--- src/sac_pkg.sv ---
package sac_pkg;
   localparam int CH_W = 5;
   localparam int RES_W = 10;
   localparam logic [4:0] CH_EXT_LAST = 5'h0F;
   localparam logic [4:0] CH_GND_FIRST = 5'h10;
   localparam logic [4:0] CH_GND_LAST = 5'h15;
   localparam logic [4:0] CH_TEMP = 5'h1A;
   localparam logic [4:0] CH_BANDGAP = 5'h1B;
   localparam logic [4:0] CH_VREFH = 5'h1D;
   localparam logic [4:0] CH_VREFL = 5'h1E;
   localparam logic [4:0] CH_OFF = 5'h1F;
   localparam logic [1:0] CLK_BUS = 2'h0;
   localparam logic [1:0] CLK_BUS_HALF = 2'h1;
   localparam logic [1:0] CLK_ALT = 2'h2;
   localparam logic [1:0] CLK_ASYNC = 2'h3;
   localparam int DIV_W = 2;
   localparam int SAMPLE_SHORT = 4;
   localparam int SAMPLE_LONG = 24;
   localparam int CNT_W = 5;
   // Cycles for a new trial to come back through the comparator sync
   localparam int SETTLE = 3;
   localparam logic [1:0] PWR_RUN = 2'h0;
   localparam logic [1:0] PWR_WAIT = 2'h1;
   localparam logic [1:0] PWR_STOP3 = 2'h2;
   localparam logic [1:0] PWR_STOP2 = 2'h3;
   localparam logic [1:0] SRC_EXT = 2'h0;
   localparam logic [1:0] SRC_GND = 2'h1;
   localparam logic [1:0] SRC_INT = 2'h2;
   localparam logic [1:0] SRC_NONE = 2'h3;
   localparam logic [1:0] INT_TEMP = 2'h0;
   localparam logic [1:0] INT_BG = 2'h1;
   localparam logic [1:0] INT_VREFH = 2'h2;
   localparam logic [1:0] INT_VREFL = 2'h3;
endpackage

--- src/sac_tick_if.sv ---
interface sac_tick_if;
   logic tick;
   logic [1:0] src;
   logic [1:0] div;
   logic [1:0] pwr;
   modport gen (output tick, input src, input div, input pwr);
   modport use_ (input tick, output src, output div, output pwr);
endinterface

--- src/sac_clkdiv.sv ---
module sac_clkdiv (
   input wire logic clk,
   input wire logic rst_n,
   input wire logic alt_tick,
   input wire logic async_tick,
   sac_tick_if.gen t
);
   logic half_q, half_d;
   logic [7:0] cnt_q, cnt_d;
   logic tick_q, tick_d;
   logic src_tick;
   logic [7:0] lim;

   // Source pick, then power-of-two divide
   always_comb begin
      half_d = ~half_q;
      lim = 8'h01 << t.div;
      case (t.src)
         sac_pkg::CLK_BUS: src_tick = 1'b1;
         sac_pkg::CLK_BUS_HALF: src_tick = half_q;
         // Alternate clock dead in both stop modes, shallow and deep
         sac_pkg::CLK_ALT: src_tick = alt_tick && (t.pwr != sac_pkg::PWR_STOP2)
            && (t.pwr != sac_pkg::PWR_STOP3);
         default: src_tick = async_tick;
      endcase
      cnt_d = cnt_q;
      tick_d = 1'b0;
      if (src_tick) begin
         if (cnt_q + 8'h01 >= lim) begin
            cnt_d = 8'h00;
            tick_d = 1'b1;
         end else begin
            cnt_d = cnt_q + 8'h01;
         end
      end
   end

   always_ff @(posedge clk) begin
      if (!rst_n) begin
         half_q <= 1'b0;
         cnt_q <= 8'h00;
         tick_q <= 1'b0;
      end else begin
         half_q <= half_d;
         cnt_q <= cnt_d;
         tick_q <= tick_d;
      end
   end
   assign t.tick = tick_q;
endmodule

--- src/sac_sar.sv ---
module sac_sar #(
   parameter int RES_W = 10
) (
   input wire logic clk,
   input wire logic rst_n,
   input wire logic tick,
   input wire logic start,
   input wire logic abort,
   input wire logic cmp_in,
   output logic [RES_W-1:0] trial,
   output logic busy,
   output logic done
);
   logic [RES_W-1:0] res_q, res_d;
   logic [RES_W-1:0] bit_q, bit_d;
   logic busy_q, busy_d;
   logic done_q, done_d;
   logic pend_q, pend_d;
   logic [1:0] wait_q, wait_d;
   logic step;

   // One bit per conversion clock, top bit first; a bit is decided only once
   // the trial has come back through the comparator sync, so a fast clock
   // is stretched rather than deciding on a stale answer
   always_comb begin
      res_d = res_q;
      bit_d = bit_q;
      busy_d = busy_q;
      done_d = 1'b0;
      pend_d = pend_q | tick;
      wait_d = (wait_q == 2'h0) ? 2'h0 : wait_q - 2'h1;
      step = busy_q && pend_q && (wait_q == 2'h0);
      if (abort || start) begin
         busy_d = start;
         pend_d = 1'b0;
         wait_d = 2'(sac_pkg::SETTLE);
         bit_d = {1'b1, {(RES_W-1){1'b0}}};
         res_d = {1'b1, {(RES_W-1){1'b0}}};
      end else if (step) begin
         pend_d = tick;
         wait_d = 2'(sac_pkg::SETTLE);
         if (!cmp_in)
            res_d = res_q & ~bit_q;
         bit_d = bit_q >> 1;
         res_d = res_d | (bit_q >> 1);
         if (bit_q[0]) begin
            busy_d = 1'b0;
            done_d = 1'b1;
         end
      end
   end

   always_ff @(posedge clk) begin
      if (!rst_n) begin
         res_q <= '0;
         bit_q <= '0;
         busy_q <= 1'b0;
         done_q <= 1'b0;
         pend_q <= 1'b0;
         wait_q <= 2'h0;
      end else begin
         res_q <= res_d;
         bit_q <= bit_d;
         busy_q <= busy_d;
         done_q <= done_d;
         pend_q <= pend_d;
         wait_q <= wait_d;
      end
   end
   assign trial = res_q;
   assign busy = busy_q;
   assign done = done_q;
endmodule

--- src/sac_ctrl.sv ---
// Functional notes
// - Codes 0-15 pick external inputs, 16-21 pick ground.
// - Reserved channel codes give an undefined result, no error.
// - Channel codes 22-25 and 28 are reserved.
// - Code 26 routes temperature sensor, code 27 the bandgap.
// - Input clock is bus, bus halved, async or alternate clock.
// - Selected clock is divided by a programmable field.
// - Alternate clock keeps running in wait mode.
// - Alternate clock is unusable in either stop mode, shallow or deep.
// - With hardware trigger on, each counter overflow starts conversion (overflows while sampling or converting are ignored).
// - Counter interrupt enable does not gate the trigger.
// - Hardware trigger works in run, wait and shallow stop.
// - Successive approximation search yields a ten bit result.
// - Result right-justified unsigned, ten or eight bit.
// - Single and continuous modes; single returns to idle (to armed when hardware trigger is on).
// - Completion flag on finish, with interrupt tied to it.
// - Optional compare, less-than or greater-or-equal, raising interrupt.
// - Sample time and speed versus power are configurable.
// - Conversions continue in wait and shallow stop.
// - Control write aborts and restarts unless channel is all ones.
// - All-ones channel powers down, no extra conversion.
// - Done flag follows compare gating, cleared by write or low read.
module sac_ctrl #(
   parameter int RES_W = sac_pkg::RES_W,
   parameter int SAMPLE_SHORT = sac_pkg::SAMPLE_SHORT,
   parameter int SAMPLE_LONG = sac_pkg::SAMPLE_LONG
) (
   input wire logic CLK_SYS,
   input wire logic RST_N,
   input wire logic CTRL_WR,
   input wire logic [4:0] CHANNEL_SELECT,
   input wire logic CONTINUOUS,
   input wire logic IRQ_ENABLE,
   input wire logic HW_TRIG_ENABLE,
   input wire logic COMPARE_FUNCTION_ENABLE,
   input wire logic COMPARE_GREATER,
   input wire logic [RES_W-1:0] COMPARE_VALUE,
   input wire logic MODE_8BIT,
   input wire logic LONG_SAMPLE,
   input wire logic LOW_POWER,
   input wire logic [1:0] CLOCK_SOURCE,
   input wire logic [1:0] CLOCK_DIVIDE_FIELD,
   input wire logic [1:0] POWER_MODE,
   input wire logic RESULT_LOW_BYTE_READ,
   input wire logic HW_CONVERSION_TRIGGER,
   input wire logic ALTERNATE_CLOCK,
   input wire logic INTERNAL_ASYNC_CONV_CLOCK,
   input wire logic COMPARATOR_IN,
   output logic [RES_W-1:0] DAC_TRIAL,
   output logic [1:0] INPUT_KIND,
   output logic [3:0] EXT_INPUT,
   output logic [1:0] INT_SOURCE,
   output logic ANALOG_POWER_ON,
   output logic SAMPLING,
   output logic [RES_W-1:0] RESULT,
   output logic DONE_FLAG,
   output logic IRQ,
   output logic BUSY
);
   // Pins from outside the domain, two flops each
   logic [3:0] sy1_q, sy2_q;
   logic trig_prev_q;
   logic alt_prev_q, async_prev_q;
   always_ff @(posedge CLK_SYS) begin
      if (!RST_N) begin
         sy1_q <= 4'h0;
         sy2_q <= 4'h0;
         trig_prev_q <= 1'b0;
         alt_prev_q <= 1'b0;
         async_prev_q <= 1'b0;
      end else begin
         sy1_q <= {COMPARATOR_IN, INTERNAL_ASYNC_CONV_CLOCK, ALTERNATE_CLOCK,
            HW_CONVERSION_TRIGGER};
         sy2_q <= sy1_q;
         trig_prev_q <= sy2_q[0];
         alt_prev_q <= sy2_q[1];
         async_prev_q <= sy2_q[2];
      end
   end
   logic trig_evt, alt_tick, async_tick, cmp_s;
   // One event per overflow edge, counter irq enable not involved
   assign trig_evt = sy2_q[0] & ~trig_prev_q;
   assign alt_tick = sy2_q[1] & ~alt_prev_q;
   assign async_tick = sy2_q[2] & ~async_prev_q;
   assign cmp_s = sy2_q[3];

   // Conversion clock generation
   sac_tick_if tk ();
   assign tk.src = CLOCK_SOURCE;
   assign tk.div = CLOCK_DIVIDE_FIELD;
   assign tk.pwr = POWER_MODE;
   sac_clkdiv u_div (
      .clk(CLK_SYS),
      .rst_n(RST_N),
      .alt_tick(alt_tick),
      .async_tick(async_tick),
      .t(tk.gen)
   );

   typedef enum logic [1:0] {S_IDLE, S_ARMED, S_SAMPLE, S_CONVERT} sac_state_t;
   sac_state_t st_q, st_d;
   logic [sac_pkg::CNT_W-1:0] smp_q, smp_d;
   logic [RES_W-1:0] res_q, res_d;
   logic done_q, done_d, irq_q, irq_d;
   logic sar_start, sar_abort, sar_busy, sar_done;
   logic [RES_W-1:0] sar_trial;
   logic off, hw_ok, cmp_true;
   logic [sac_pkg::CNT_W-1:0] smp_len;
   logic [RES_W-1:0] fmt;

   // Trigger allowed in run, wait and shallow stop only
   assign hw_ok = POWER_MODE != sac_pkg::PWR_STOP2;
   assign off = CHANNEL_SELECT == sac_pkg::CH_OFF;
   // Speed/power option stretches sampling as the slower setting
   assign smp_len = (LONG_SAMPLE || LOW_POWER) ? sac_pkg::CNT_W'(SAMPLE_LONG)
      : sac_pkg::CNT_W'(SAMPLE_SHORT);
   // Eight-bit mode keeps the top bits, right-justified
   assign fmt = MODE_8BIT ? {2'b00, sar_trial[RES_W-1:2]} : sar_trial;
   assign cmp_true = COMPARE_GREATER ? (fmt >= COMPARE_VALUE)
      : (fmt < COMPARE_VALUE);

   sac_sar #(.RES_W(RES_W)) u_sar (
      .clk(CLK_SYS),
      .rst_n(RST_N),
      .tick(tk.tick),
      .start(sar_start),
      .abort(sar_abort),
      .cmp_in(cmp_s),
      .trial(sar_trial),
      .busy(sar_busy),
      .done(sar_done)
   );

   // Conversion sequencing
   always_comb begin
      st_d = st_q;
      smp_d = smp_q;
      res_d = res_q;
      done_d = done_q;
      sar_start = 1'b0;
      sar_abort = 1'b0;
      if (RESULT_LOW_BYTE_READ)
         done_d = 1'b0;
      case (st_q)
         S_IDLE: ;
         S_ARMED: begin
            if (HW_TRIG_ENABLE && trig_evt && hw_ok) begin
               st_d = S_SAMPLE;
               smp_d = '0;
            end
         end
         S_SAMPLE: begin
            if (tk.tick) begin
               if (smp_q + 1'b1 >= smp_len) begin
                  st_d = S_CONVERT;
                  sar_start = 1'b1;
               end else begin
                  smp_d = smp_q + 1'b1;
               end
            end
         end
         S_CONVERT: begin
            if (sar_done) begin
               res_d = fmt;
               if (!COMPARE_FUNCTION_ENABLE || cmp_true)
                  done_d = 1'b1;
               if (CONTINUOUS) begin
                  st_d = HW_TRIG_ENABLE ? S_ARMED : S_SAMPLE;
                  smp_d = '0;
               end else begin
                  st_d = HW_TRIG_ENABLE ? S_ARMED : S_IDLE;
               end
            end
         end
         default: st_d = S_IDLE;
      endcase
      // Control write wins over state, done flag and SAR start; a result finishing this cycle is still stored
      if (CTRL_WR) begin
         sar_abort = 1'b1;
         sar_start = 1'b0;
         done_d = 1'b0;
         smp_d = '0;
         if (off)
            st_d = S_IDLE;
         else if (HW_TRIG_ENABLE)
            st_d = S_ARMED;
         else
            st_d = S_SAMPLE;
      end
      irq_d = done_d && IRQ_ENABLE;
   end

   always_ff @(posedge CLK_SYS) begin
      if (!RST_N) begin
         st_q <= S_IDLE;
         smp_q <= '0;
         res_q <= '0;
         done_q <= 1'b0;
         irq_q <= 1'b0;
      end else begin
         st_q <= st_d;
         smp_q <= smp_d;
         res_q <= res_d;
         done_q <= done_d;
         irq_q <= irq_d;
      end
   end

   // Analog mux steering; reserved codes left unconnected
   logic [1:0] kind_d, kind_q, isrc_d, isrc_q;
   logic [3:0] ext_d, ext_q;
   logic pwr_d, pwr_q, smpo_q, busy_q;
   logic [RES_W-1:0] trial_q;
   always_comb begin
      kind_d = sac_pkg::SRC_NONE;
      isrc_d = sac_pkg::INT_VREFL;
      ext_d = CHANNEL_SELECT[3:0];
      if (CHANNEL_SELECT <= sac_pkg::CH_EXT_LAST)
         kind_d = sac_pkg::SRC_EXT;
      else if (CHANNEL_SELECT >= sac_pkg::CH_GND_FIRST
         && CHANNEL_SELECT <= sac_pkg::CH_GND_LAST)
         kind_d = sac_pkg::SRC_GND;
      else if (CHANNEL_SELECT == sac_pkg::CH_TEMP) begin
         kind_d = sac_pkg::SRC_INT;
         isrc_d = sac_pkg::INT_TEMP;
      end else if (CHANNEL_SELECT == sac_pkg::CH_BANDGAP) begin
         kind_d = sac_pkg::SRC_INT;
         isrc_d = sac_pkg::INT_BG;
      end else if (CHANNEL_SELECT == sac_pkg::CH_VREFH) begin
         kind_d = sac_pkg::SRC_INT;
         isrc_d = sac_pkg::INT_VREFH;
      end else if (CHANNEL_SELECT == sac_pkg::CH_VREFL) begin
         kind_d = sac_pkg::SRC_INT;
      end
      // Idle converter drops to low power automatically
      pwr_d = (st_d != S_IDLE) && !off;
   end

   always_ff @(posedge CLK_SYS) begin
      if (!RST_N) begin
         kind_q <= sac_pkg::SRC_NONE;
         isrc_q <= sac_pkg::INT_VREFL;
         ext_q <= 4'h0;
         pwr_q <= 1'b0;
         smpo_q <= 1'b0;
         busy_q <= 1'b0;
         trial_q <= '0;
      end else begin
         kind_q <= kind_d;
         isrc_q <= isrc_d;
         ext_q <= ext_d;
         pwr_q <= pwr_d;
         smpo_q <= st_d == S_SAMPLE;
         busy_q <= st_d == S_SAMPLE || st_d == S_CONVERT;
         trial_q <= sar_trial;
      end
   end

   assign INPUT_KIND = kind_q;
   assign EXT_INPUT = ext_q;
   assign INT_SOURCE = isrc_q;
   assign ANALOG_POWER_ON = pwr_q;
   assign SAMPLING = smpo_q;
   assign BUSY = busy_q;
   assign DAC_TRIAL = trial_q;
   assign RESULT = res_q;
   assign DONE_FLAG = done_q;
   assign IRQ = irq_q;
endmodule

--- config.mk ---
export PLATFORM = sky130hd
export DESIGN_NAME = sac_ctrl
export DESIGN_NICKNAME = d
export VERILOG_FILES = /design/src/sac_pkg.sv /design/src/sac_tick_if.sv /design/src/sac_clkdiv.sv /design/src/sac_sar.sv /design/src/sac_ctrl.sv
export SDC_FILE = /design/constraint.sdc
export NUM_CORES = 1
export LEC_CHECK = 0
export ABC_AREA = 1
export BUFFER_PORTS_ARGS = -buffer_cell sky130_fd_sc_hd__buf_4
export CELL_PAD_IN_SITES_DETAIL_PLACEMENT = 2
export CELL_PAD_IN_SITES_GLOBAL_PLACEMENT = 2
export CORE_MARGIN = 3
export CORE_UTILIZATION = 34
export CTS_CLUSTER_DIAMETER = 150
export DETAILED_ROUTE_END_ITERATION = 8
export PLACE_DENSITY = 0.94
export SLEW_MARGIN = 20
export SYNTH_ARGS = -nofsm -noshare
export SYNTH_HDL_FRONTEND = slang
export SYNTH_HIERARCHICAL = 1
export SYNTH_SLANG_ARGS = --single-unit
export TNS_END_PERCENT = 100
--- constraint.sdc ---
create_clock -name CLK_SYS -period 3.76 [get_ports CLK_SYS]
set_input_delay 0.188 -clock CLK_SYS [delete_from_list [all_inputs] [get_ports CLK_SYS]]
set_output_delay 0.188 -clock CLK_SYS [all_outputs]
set_load 0.05 [all_outputs]
==> results_dict.tcl, run 1 <==
set metrics [dict create \
    status "completed" \
    hold_depth 3 \
    clkTransAtPathRegs_ns 0.07 \
    antenna_found_initial 0 \
    drive_gt1_share_pct 22.6 \
    wire_per_inst_um 17.1 \
    cts_tree "yes" \
    grtUsageMet2_pct 38.9 \
    cts_setup_buffers 0 \
    gp_congestion 0.767 \
    relSlewSlack_pct 38.5 \
    reg2reg_to "u_sar/trial[8]" \
    slew_viol_final 0 \
    path_depth 11 \
    power_density_mw_per_mm2 404 \
    ys_seq_area_share_pct 42.0 \
    seqPwrFrac_pct 47.4 \
    cp-endpoint "u_sar/trial[8]" \
    setup_violations 0 \
    min_path_type "primary input to register" \
    max-vdd-ir-drop_v 0.000168 \
    post-route-period-util_pct 79.9 \
    grt_max_degree 35 \
    syn_inst 553 \
    power.share.clock_pct 41.6 \
    area_growth_pct 21.7 \
    min_from "COMPARATOR_IN" \
    layout.nets 677 \
    gr-usage-met1_pct 22.7 \
    switchingPower_uw 522 \
    tightest_slew_ns 0.920 \
    p_leak_uw 0.00237 \
    vias 3783 \
    crit_chain "ha_1 -> nand3_1 -> xnor2_1 -> ha_1 -> a21oi_1 -> o211ai_1 -> nand3_1 -> nor2_1 -> nor2_2 -> nand2_1 -> a21oi_1" \
    drt-initial-drc-count 126 \
    syn-num-nets 610 \
    port_buffers 69 \
    hold_buffers 0 \
    die-area_mm2 0.0134 \
    antenna_cells 0 \
    max_stage_delay_ns 0.57 \
    clk_latency_ns 0.34 \
    fp.dieW_um 116 \
    cts-htree-levels 3 \
    rsz0062_at_grt "false" \
    viasPerCell 4.93 \
    r2r-start "smp_q[0]" \
    hold_violations 0 \
    yosys_warnings 6 \
    layout_common_cells "nand2_1 (148), inv_1 (94), dfxtp_1 (86)" \
    synth_area_mm2 0.00410 \
    drc 0 \
    clock_sinks 86 \
    grt_first_pass_wirelength_um 21700 \
    clock_path_buffers 2 \
    start_util_pct 35.3 \
    drtPass1Iterations 5 \
    die_y_um 116 \
    cp-start-kind "register" \
    row_count 39 \
    grt_usage_pct 20.7 \
    cp_slowest_cell "nand2_1" \
    postCtsResizedCells 0 \
    p_int_uw 1490 \
    io_pins 70 \
    core_area_mm2 0.0116 \
    combPwrFrac_pct 11.1 \
    path_class "register to register" \
    busiest_layer "met2" \
    end_kind "register" \
    hold_ws_ns 0.0382 \
    crit_required_ns 4.01 \
    setup_tns_ns 0 \
    cts_root_buf "clkbuf_16" \
    final_common_cell "nand2_1" \
    use_met3_pct 2.77 \
    cts_buffers 9 \
    crit_path_start "smp_q[0]" \
    syn_area_per_cell_um2 7.41 \
    wirelength_um 13100 \
    synth_cell_types 39 \
    antenna_left 0 \
    reg2reg_setup_slack_ns 0.76 \
    arrival_ns 3.26 \
    swShare_pct 25.9 \
    fin_skew_ns 0.0124 \
    fmax_mhz 333 \
    period_minus_slack_ns 3.00 \
    first_global_vias 4382 \
    overflow 0 \
    reg2reg_depth 11 \
    dp_hpwl_um 9720 \
    maxCapViolCount 0 \
    critical_path.top_delay_family "simple AND/OR/NAND/NOR gates" \
    path_max_fanout 20 \
    crit_buf_inv 0 \
    ys_ff_latch 86 \
]
==> worst min path at each step <==
stage | endpoint
CTS | sy1_q[3]
global placement | sy1_q[3]
detailed placement | sy1_q[3]
floorplan | EXT_INPUT[0]
global route | sy1_q[3]
finish | sy1_q[3]
==> metal layers <==
layer	wire, um	up-vias
li1	-	1844
met1	5360	1841
met2	7020	67
met3	338	31
met4	387	0
met5	0	-
==> sequential cells by signal, indices dropped and copies added, names as in the netlist, 2 cells and up <==
register,cells
INPUT_KIND,2
u_sar/wait_q,2
RESULT,10
u_sar/trial,10
st_q,2
u_div/cnt_q,8
INT_SOURCE,2
smp_q,5
DAC_TRIAL,10
EXT_INPUT,4
sy2_q,4
sy1_q,4
u_sar/bit_q,10
==> power by group through the flow <==
stage,combinational [uW],sequential (uW),clock [uW]
after CTS,227,954,862
final,223,954,838
after floorplan,111,994,0
after global placement,204,971,0
after detailed placement,223,973,0
after global routing,249,957,899
==> layout make-up <==
type	instances	area [um2]
clock inverter	3	20.0
inverter	103	402
tap	143	179
timing repair buffer	69	518
multi-input combinational	351	1890
sequential	86	1720
clock buffer	12	256
fill	1359	6630
==> metrics by stage <==
stage	utilization [%]	std cells	cell area, um2	worst slack [ns]	power, uW
2_1_floorplan	-	553	4100	1.63	1100
3_3_place_gp	40.6	752	4710	1.03	1180
3_5_place_dp	40.6	752	4710	0.737	1200
4_1_cts	42.9	767	4990	0.740	2040
5_1_grt	42.9	767	4990	0.456	2100
6_report	42.9	767	4990	0.756	2010
==> worst min-delay path, stage by stage <==
cell and delay (ns):
buf_4 0.07, nand2_1 0.04, inv_1 0.05
==> synthesized netlist by cell type (all sizes together) <==
| master | number | area (um2) |
|---|---|---|
| a21boi | 3 | 22.5 |
| a21oi | 47 | 288 |
| a31oi | 3 | 33.8 |
| buf | 9 | 68.8 |
| clkbuf | 4 | 15.0 |
| clkinv | 1 | 16.3 |
| dfxtp | 86 | 1720 |
| ha | 20 | 250 |
| inv | 102 | 385 |
| nand2 | 164 | 666 |
| nand3 | 14 | 90.1 |
| nand4 | 9 | 56.3 |
| nor2 | 48 | 210 |
| nor3 | 4 | 35.0 |
| o2111ai | 1 | 8.76 |
| o211ai | 2 | 15.0 |
| o21a | 1 | 7.51 |
| o21ai | 26 | 138 |
| o21bai | 1 | 7.51 |
| o22ai | 2 | 12.5 |
| or2 | 1 | 6.26 |
| xnor2 | 2 | 17.5 |
| xor2 | 3 | 26.3 |
==> cell families after synthesis <==
| kind of cell | after synthesis | share of synthesized area (%) |
|---|---|---|
| AND/OR/NAND/NOR | 240 | 26.0 |
| buffers and inverters | 116 | 11.8 |
| AO/OA/AOI/OAI | 86 | 13.0 |
| flip-flops | 86 | 42.0 |
| adder cells (fa/ha/maj) | 20 | 6.11 |
| XOR/XNOR | 5 | 1.07 |
No activity file was read; power rests on OpenSTA's default activity.
==> run 2: changes to the inputs <==
--- a/config.mk
+++ b/config.mk
@@ -10,10 +10,10 @@
 export CELL_PAD_IN_SITES_DETAIL_PLACEMENT = 2
 export CELL_PAD_IN_SITES_GLOBAL_PLACEMENT = 2
 export CORE_MARGIN = 3
-export CORE_UTILIZATION = 34
+export CORE_UTILIZATION = 32
 export CTS_CLUSTER_DIAMETER = 150
 export DETAILED_ROUTE_END_ITERATION = 8
-export PLACE_DENSITY = 0.94
+export PLACE_DENSITY = 0.9
 export SLEW_MARGIN = 20
 export SYNTH_ARGS = -nofsm -noshare
 export SYNTH_HDL_FRONTEND = slang
==> constraint.sdc (replaced) <==
create_clock -name CLK_SYS -period 2.8 [get_ports CLK_SYS]
set_input_delay 0.14 -clock CLK_SYS [delete_from_list [all_inputs] [get_ports CLK_SYS]]
set_output_delay 0.14 -clock CLK_SYS [all_outputs]
set_load 0.05 [all_outputs]
==> results_dict.tcl, run 2 (synthesized netlist as in run 1, its figures left out) <==
set metrics [dict create \
    drc 0 \
    hold_depth 3 \
    period_minus_slack_ns 2.58 \
    p_total_uw 2700 \
    grt_usage_pct 19.5 \
    arrival_ns 2.80 \
    grt_max_degree 35 \
    antenna_found_initial 0 \
    port_buffers 69 \
    post-route-period-util_pct 92.0 \
    relSlewSlack_pct 60.2 \
    p_leak_uw 0.00240 \
    area_growth_pct 23.4 \
    layout.nets 681 \
    drive_gt1_share_pct 22.6 \
    end_kind "register" \
    setup_violations 0 \
    start_util_pct 33.4 \
    first_global_vias 4433 \
    row_count 40 \
    cts-htree-levels 3 \
    cp-start-kind "register" \
    vias 3818 \
    max-vdd-ir-drop_v 0.000207 \
    dp_hpwl_um 9780 \
    gp_congestion 0.753 \
    drt-initial-drc-count 157 \
    tightest_slew_ns 0.597 \
    min_path_type "primary input to register" \
    slew_viol_final 0 \
    reg2reg_setup_slack_ns 0.22 \
    drtPass1Iterations 4 \
    power_density_mw_per_mm2 534 \
    setup_tns_ns 0 \
    path_class "register to register" \
    hold_violations 0 \
    path_max_fanout 20 \
    min_to "IRQ" \
    clkTransAtPathRegs_ns 0.06 \
    antenna_left 0 \
    die-area_mm2 0.0142 \
    fmax_mhz 388 \
    crit_required_ns 3.03 \
    cts_setup_buffers 0 \
    reg2reg_depth 12 \
    overflow 0 \
    wirelength_um 13600 \
    clock_sinks 86 \
    layout_common_cells "nand2_1 (148), inv_1 (94), dfxtp_1 (86)" \
    fp.dieW_um 119 \
    cts_buffers 9 \
    clk_latency_ns 0.34 \
    reg2reg_to "u_sar/pend_q" \
    cp_slowest_cell "dfxtp_1" \
    die_y_um 119 \
    fin_skew_ns 0.00773 \
    wire_per_inst_um 17.0 \
    min_from "IRQ_ENABLE" \
    antenna_cells 0 \
    r2r-start "smp_q[0]" \
    crit_chain "ha_1 -> nand3_1 -> xnor2_1 -> ha_1 -> nand2_1 -> o211ai_1 -> nand3_1 -> nor2_1 -> nor2_4 -> nand2_1 -> buf_6 -> nor2_1" \
    max_stage_delay_ns 0.40 \
    viasPerCell 4.79 \
    final_common_cell "nand2_1" \
    cts_root_buf "clkbuf_16" \
    clock_path_buffers 2 \
    cts_tree "yes" \
    crit_path_start "smp_q[0]" \
    core_area_mm2 0.0123 \
    status "completed" \
    grt_first_pass_wirelength_um 22300 \
    io_pins 70 \
    maxCapViolCount 0 \
]
==> run 2: how the worst max path moves through the flow <==
stage	endpoint	slack [ns]	cells after the start
floorplan	u_sar/pend_q	0.67	12
global placement	u_sar/done	0.48	12
detailed placement	u_sar/done	0.30	12
CTS	u_sar/done	0.19	12
global route	u_sar/done	-0.009	12
finish	u_sar/pend_q	0.22	12
==> run 2: layout make-up <==
class                           instances  area [um2]
Fill cell                            1449        7200
Multi-Input combinational cell        351        1900
Tap cell                              168         210
Clock inverter                          4        22.5
Inverter                              103         402
Timing Repair Buffer                   73         559
Clock buffer                           12         246
Sequential cell                        86        1720
==> run 2: power by group <==
| group | total [uW] | switching, uW | internal, uW |
|---|---|---|---|
| Combinational | 311 | 200 | 111 |
| Sequential | 1280 | 26.6 | 1250 |
| Clock | 1110 | 490 | 621 |
==> run 2: repair_timing <==
action	CTS	global route
hold buffers	3	0
setup endpoints to repair	0	13
endpoints found under the hold margin	3	0
gates resized for setup	0	2
==> run 2: layer usage <==
metal / vias to the layer above / wire (um) / track usage (%)
met3: 23 / 347 / 3.47
li1: 1853 / - / -
met5: - / 0 / 0
met4: 0 / 307 / 7.31
met2: 62 / 7400 / 37.2
met1: 1880 / 5510 / 21.2
==> run 2: worst max-delay path, delay by kind of cell (launching register included) <==
family / cells / cell delay [ns]
adders and majority gates: 2 / 0.54
buffers and inverters: 1 / 0.24
xor gates and xnor gates: 1 / 0.17
AOI/OAI and AO/OA: 1 / 0.23
DFF: 1 / 0.40
and+or+nand+nor: 7 / 0.88
==> run 2: through the flow <==
| step | instance area [um2] | instances | hold WS, ns | setup slack [ns] | util, % |
|---|---|---|---|---|---|
| 5_1_grt | 5060 | 797 | 0.0107 | -0.00878 | 41.2 |
| 2_1_floorplan | 4100 | 553 | 0.233 | 0.669 | - |
| 4_1_cts | 5050 | 797 | 0.00995 | 0.190 | 41.2 |
| 3_3_place_gp | 4750 | 778 | 0.330 | 0.475 | 38.7 |
| 6_report | 5060 | 797 | 0.0222 | 0.223 | 41.2 |
| 3_5_place_dp | 4750 | 778 | 0.338 | 0.301 | 38.7 |
==> run 3: changes to the inputs <==
--- a/config.mk
+++ b/config.mk
@@ -10,10 +10,12 @@
 export CELL_PAD_IN_SITES_DETAIL_PLACEMENT = 2
 export CELL_PAD_IN_SITES_GLOBAL_PLACEMENT = 2
 export CORE_MARGIN = 3
-export CORE_UTILIZATION = 32
+export CORE_UTILIZATION = 33
+export CTS_BUF_LIST = sky130_fd_sc_hd__clkbuf_4
 export CTS_CLUSTER_DIAMETER = 150
 export DETAILED_ROUTE_END_ITERATION = 8
-export PLACE_DENSITY = 0.9
+export MAX_ROUTING_LAYER = met4
+export PLACE_DENSITY = 0.92
 export SLEW_MARGIN = 20
 export SYNTH_ARGS = -nofsm -noshare
 export SYNTH_HDL_FRONTEND = slang
==> results_dict.tcl, run 3 (synthesized netlist as in run 1, its figures left out) <==
set metrics [dict create \
    status "completed" \
    drc 0 \
    post-route-period-util_pct 91.1 \
    gp_congestion 0.763 \
    min_path_type "primary input to register" \
    cts_tree "yes" \
    layout.nets 691 \
    setup_violations 0 \
    wire_per_inst_um 17.7 \
    slew_viol_final 0 \
    dpl.cell_count 779 \
    period_minus_slack_ns 2.55 \
    antenna_found_initial 1 \
    multiInputGateArea_mm2 0.00189 \
    antenna_left 0 \
    tightest_slew_ns 0.594 \
    wirelength_um 14300 \
    port_buffers 69 \
    critical_path.top_delay_family "simple AND/OR/NAND/NOR gates" \
    grt_usage_pct 20.8 \
    end_kind "register" \
    clk_latency_ns 0.47 \
    path_max_fanout 20 \
    p_leak_uw 0.00237 \
    path_class "register to register" \
    arrival_ns 2.90 \
    die-area_mm2 0.0138 \
    overflow 0 \
    cts_root_buf "clkbuf_4" \
    clock_path_buffers 2 \
    drive_gt1_share_pct 22.7 \
    area_growth_pct 22.0 \
    cp_slowest_cell "dfxtp_1" \
    grt_first_pass_wirelength_um 22700 \
    fmax_mhz 392 \
    clock_sinks 86 \
    cts_buffers 9 \
    max-vdd-ir-drop_v 0.000174 \
    grt_max_degree 25 \
    regArea_mm2 0.00172 \
    fin_skew_ns 0.0208 \
    cp-start-kind "register" \
    dp_hpwl_um 9290 \
    nFillCells 1419 \
    die_y_um 117 \
    clkTransAtPathRegs_ns 0.15 \
    start_util_pct 34.0 \
    row_count 40 \
    vias 3892 \
    crit_buf_inv 1 \
    final_common_cell "nand2_1" \
    hold_violations 0 \
    instances_no_fill 808 \
    cts_setup_buffers 0 \
    io_pins 70 \
    core_area_mm2 0.0121 \
    viasPerCell 4.82 \
    max_stage_delay_ns 0.41 \
    crit_chain "ha_1 -> nand3_1 -> xnor2_1 -> ha_1 -> nand2_1 -> o211ai_1 -> nand3_1 -> nor2_1 -> nor2_2 -> nand2_1 -> buf_6 -> a21oi_1" \
    layout_common_cells "nand2_1 (148), inv_1 (94), dfxtp_1 (85)" \
    drt-initial-drc-count 130 \
    drtPass1Iterations 4 \
    relSlewSlack_pct 60.4 \
    maxCapViolCount 0 \
    fp.dieW_um 117 \
    cts-htree-levels 3 \
    rsz0062_at_grt "false" \
    crit_required_ns 3.15 \
    first_global_vias 4382 \
    setup_tns_ns 0 \
    power_density_mw_per_mm2 452 \
]
## run 3: cell types whose count changed in the layout (fill, tap and decap cells not counted), sizes merged
cell / previous run / this run
clkinvlp: 1 / 0
diode: 0 / 1
dlygate4sd3: 3 / 12
clkbuf: 12 / 11
buf: 70 / 71
clkinv: 4 / 6
## run 3: path summary, 6_finish.rpt
check / from / end / slack, ns / depth (start not counted)
hold reg to reg: sy1_q[3] / sy2_q[3] / 0.42 / 2
hold / removal: RESULT_LOW_BYTE_READ / DONE_FLAG / 0.02 / 6
setup reg to reg: smp_q[1] / u_sar/trial[2] / 0.25 / 12
setup / recovery: smp_q[1] / u_sar/trial[2] / 0.25 / 12
## run 3: area by class of cell
cell class                      count  area share, %
Clock inverter                      5          0.526
Inverter                          103           8.04
Sequential cell                    86           34.5
Multi-Input combinational cell    351           37.9
Tap cell                          168           4.21
Clock buffer                       11           1.65
Timing Repair Buffer               83           13.1
Antenna cell                        1         0.0501
## run 3: routing by layer
metal	wire length (um)	vias to the layer above	part of all wire [%]	track usage [%]
li1	-	1868	-	-
met1	6080	1898	43	23.7
met2	7390	88	52	36.4
met3	354	38	2.5	2.70
met4	442	0	3.1	9.75
met5	0	-	0	-
## run 3: worst reg2reg max path, delay by kind of cell (launching register included)
kind	cells	cell delay, ns
and+or+nand+nor	6	0.72
adders and majority gates	2	0.55
DFF	1	0.41
AOI/OAI and AO/OA	2	0.32
buffers and inverters	1	0.25
xor gates and xnor gates	1	0.17
## run 3: stage by stage
stage | hold WS [ns] | setup slack [ns] | power (uW) | utilization [%] | area (um2)
6_report | 0.0175 | 0.250 | 2260 | 41.4 | 5000
5_1_grt | 0.0487 | 0.0319 | 2380 | 41.4 | 5000
4_1_cts | 0.00779 | 0.240 | 2250 | 41.3 | 4990
2_1_floorplan | 0.233 | 0.669 | 1480 | - | 4100
3_5_place_dp | 0.338 | 0.297 | 1600 | 39.4 | 4760
3_3_place_gp | 0.324 | 0.481 | 1580 | 39.4 | 4760
## run 3: timing repair
| action | CTS | global route |
|---|---|---|
| hold buffers | 12 | 0 |
| setup endpoints to repair | 0 | 8 |
| resized for setup | 0 | 3 |
| endpoints found under the hold margin | 14 | 0 |
## run 3: report_power, final
part / switching [uW] / total (uW) / internal (uW)
sequential: 26.0 / 1280 / 1250
combinational: 204 / 323 / 119
clock: 461 / 658 / 196
total: 692 / 2260 / 1570
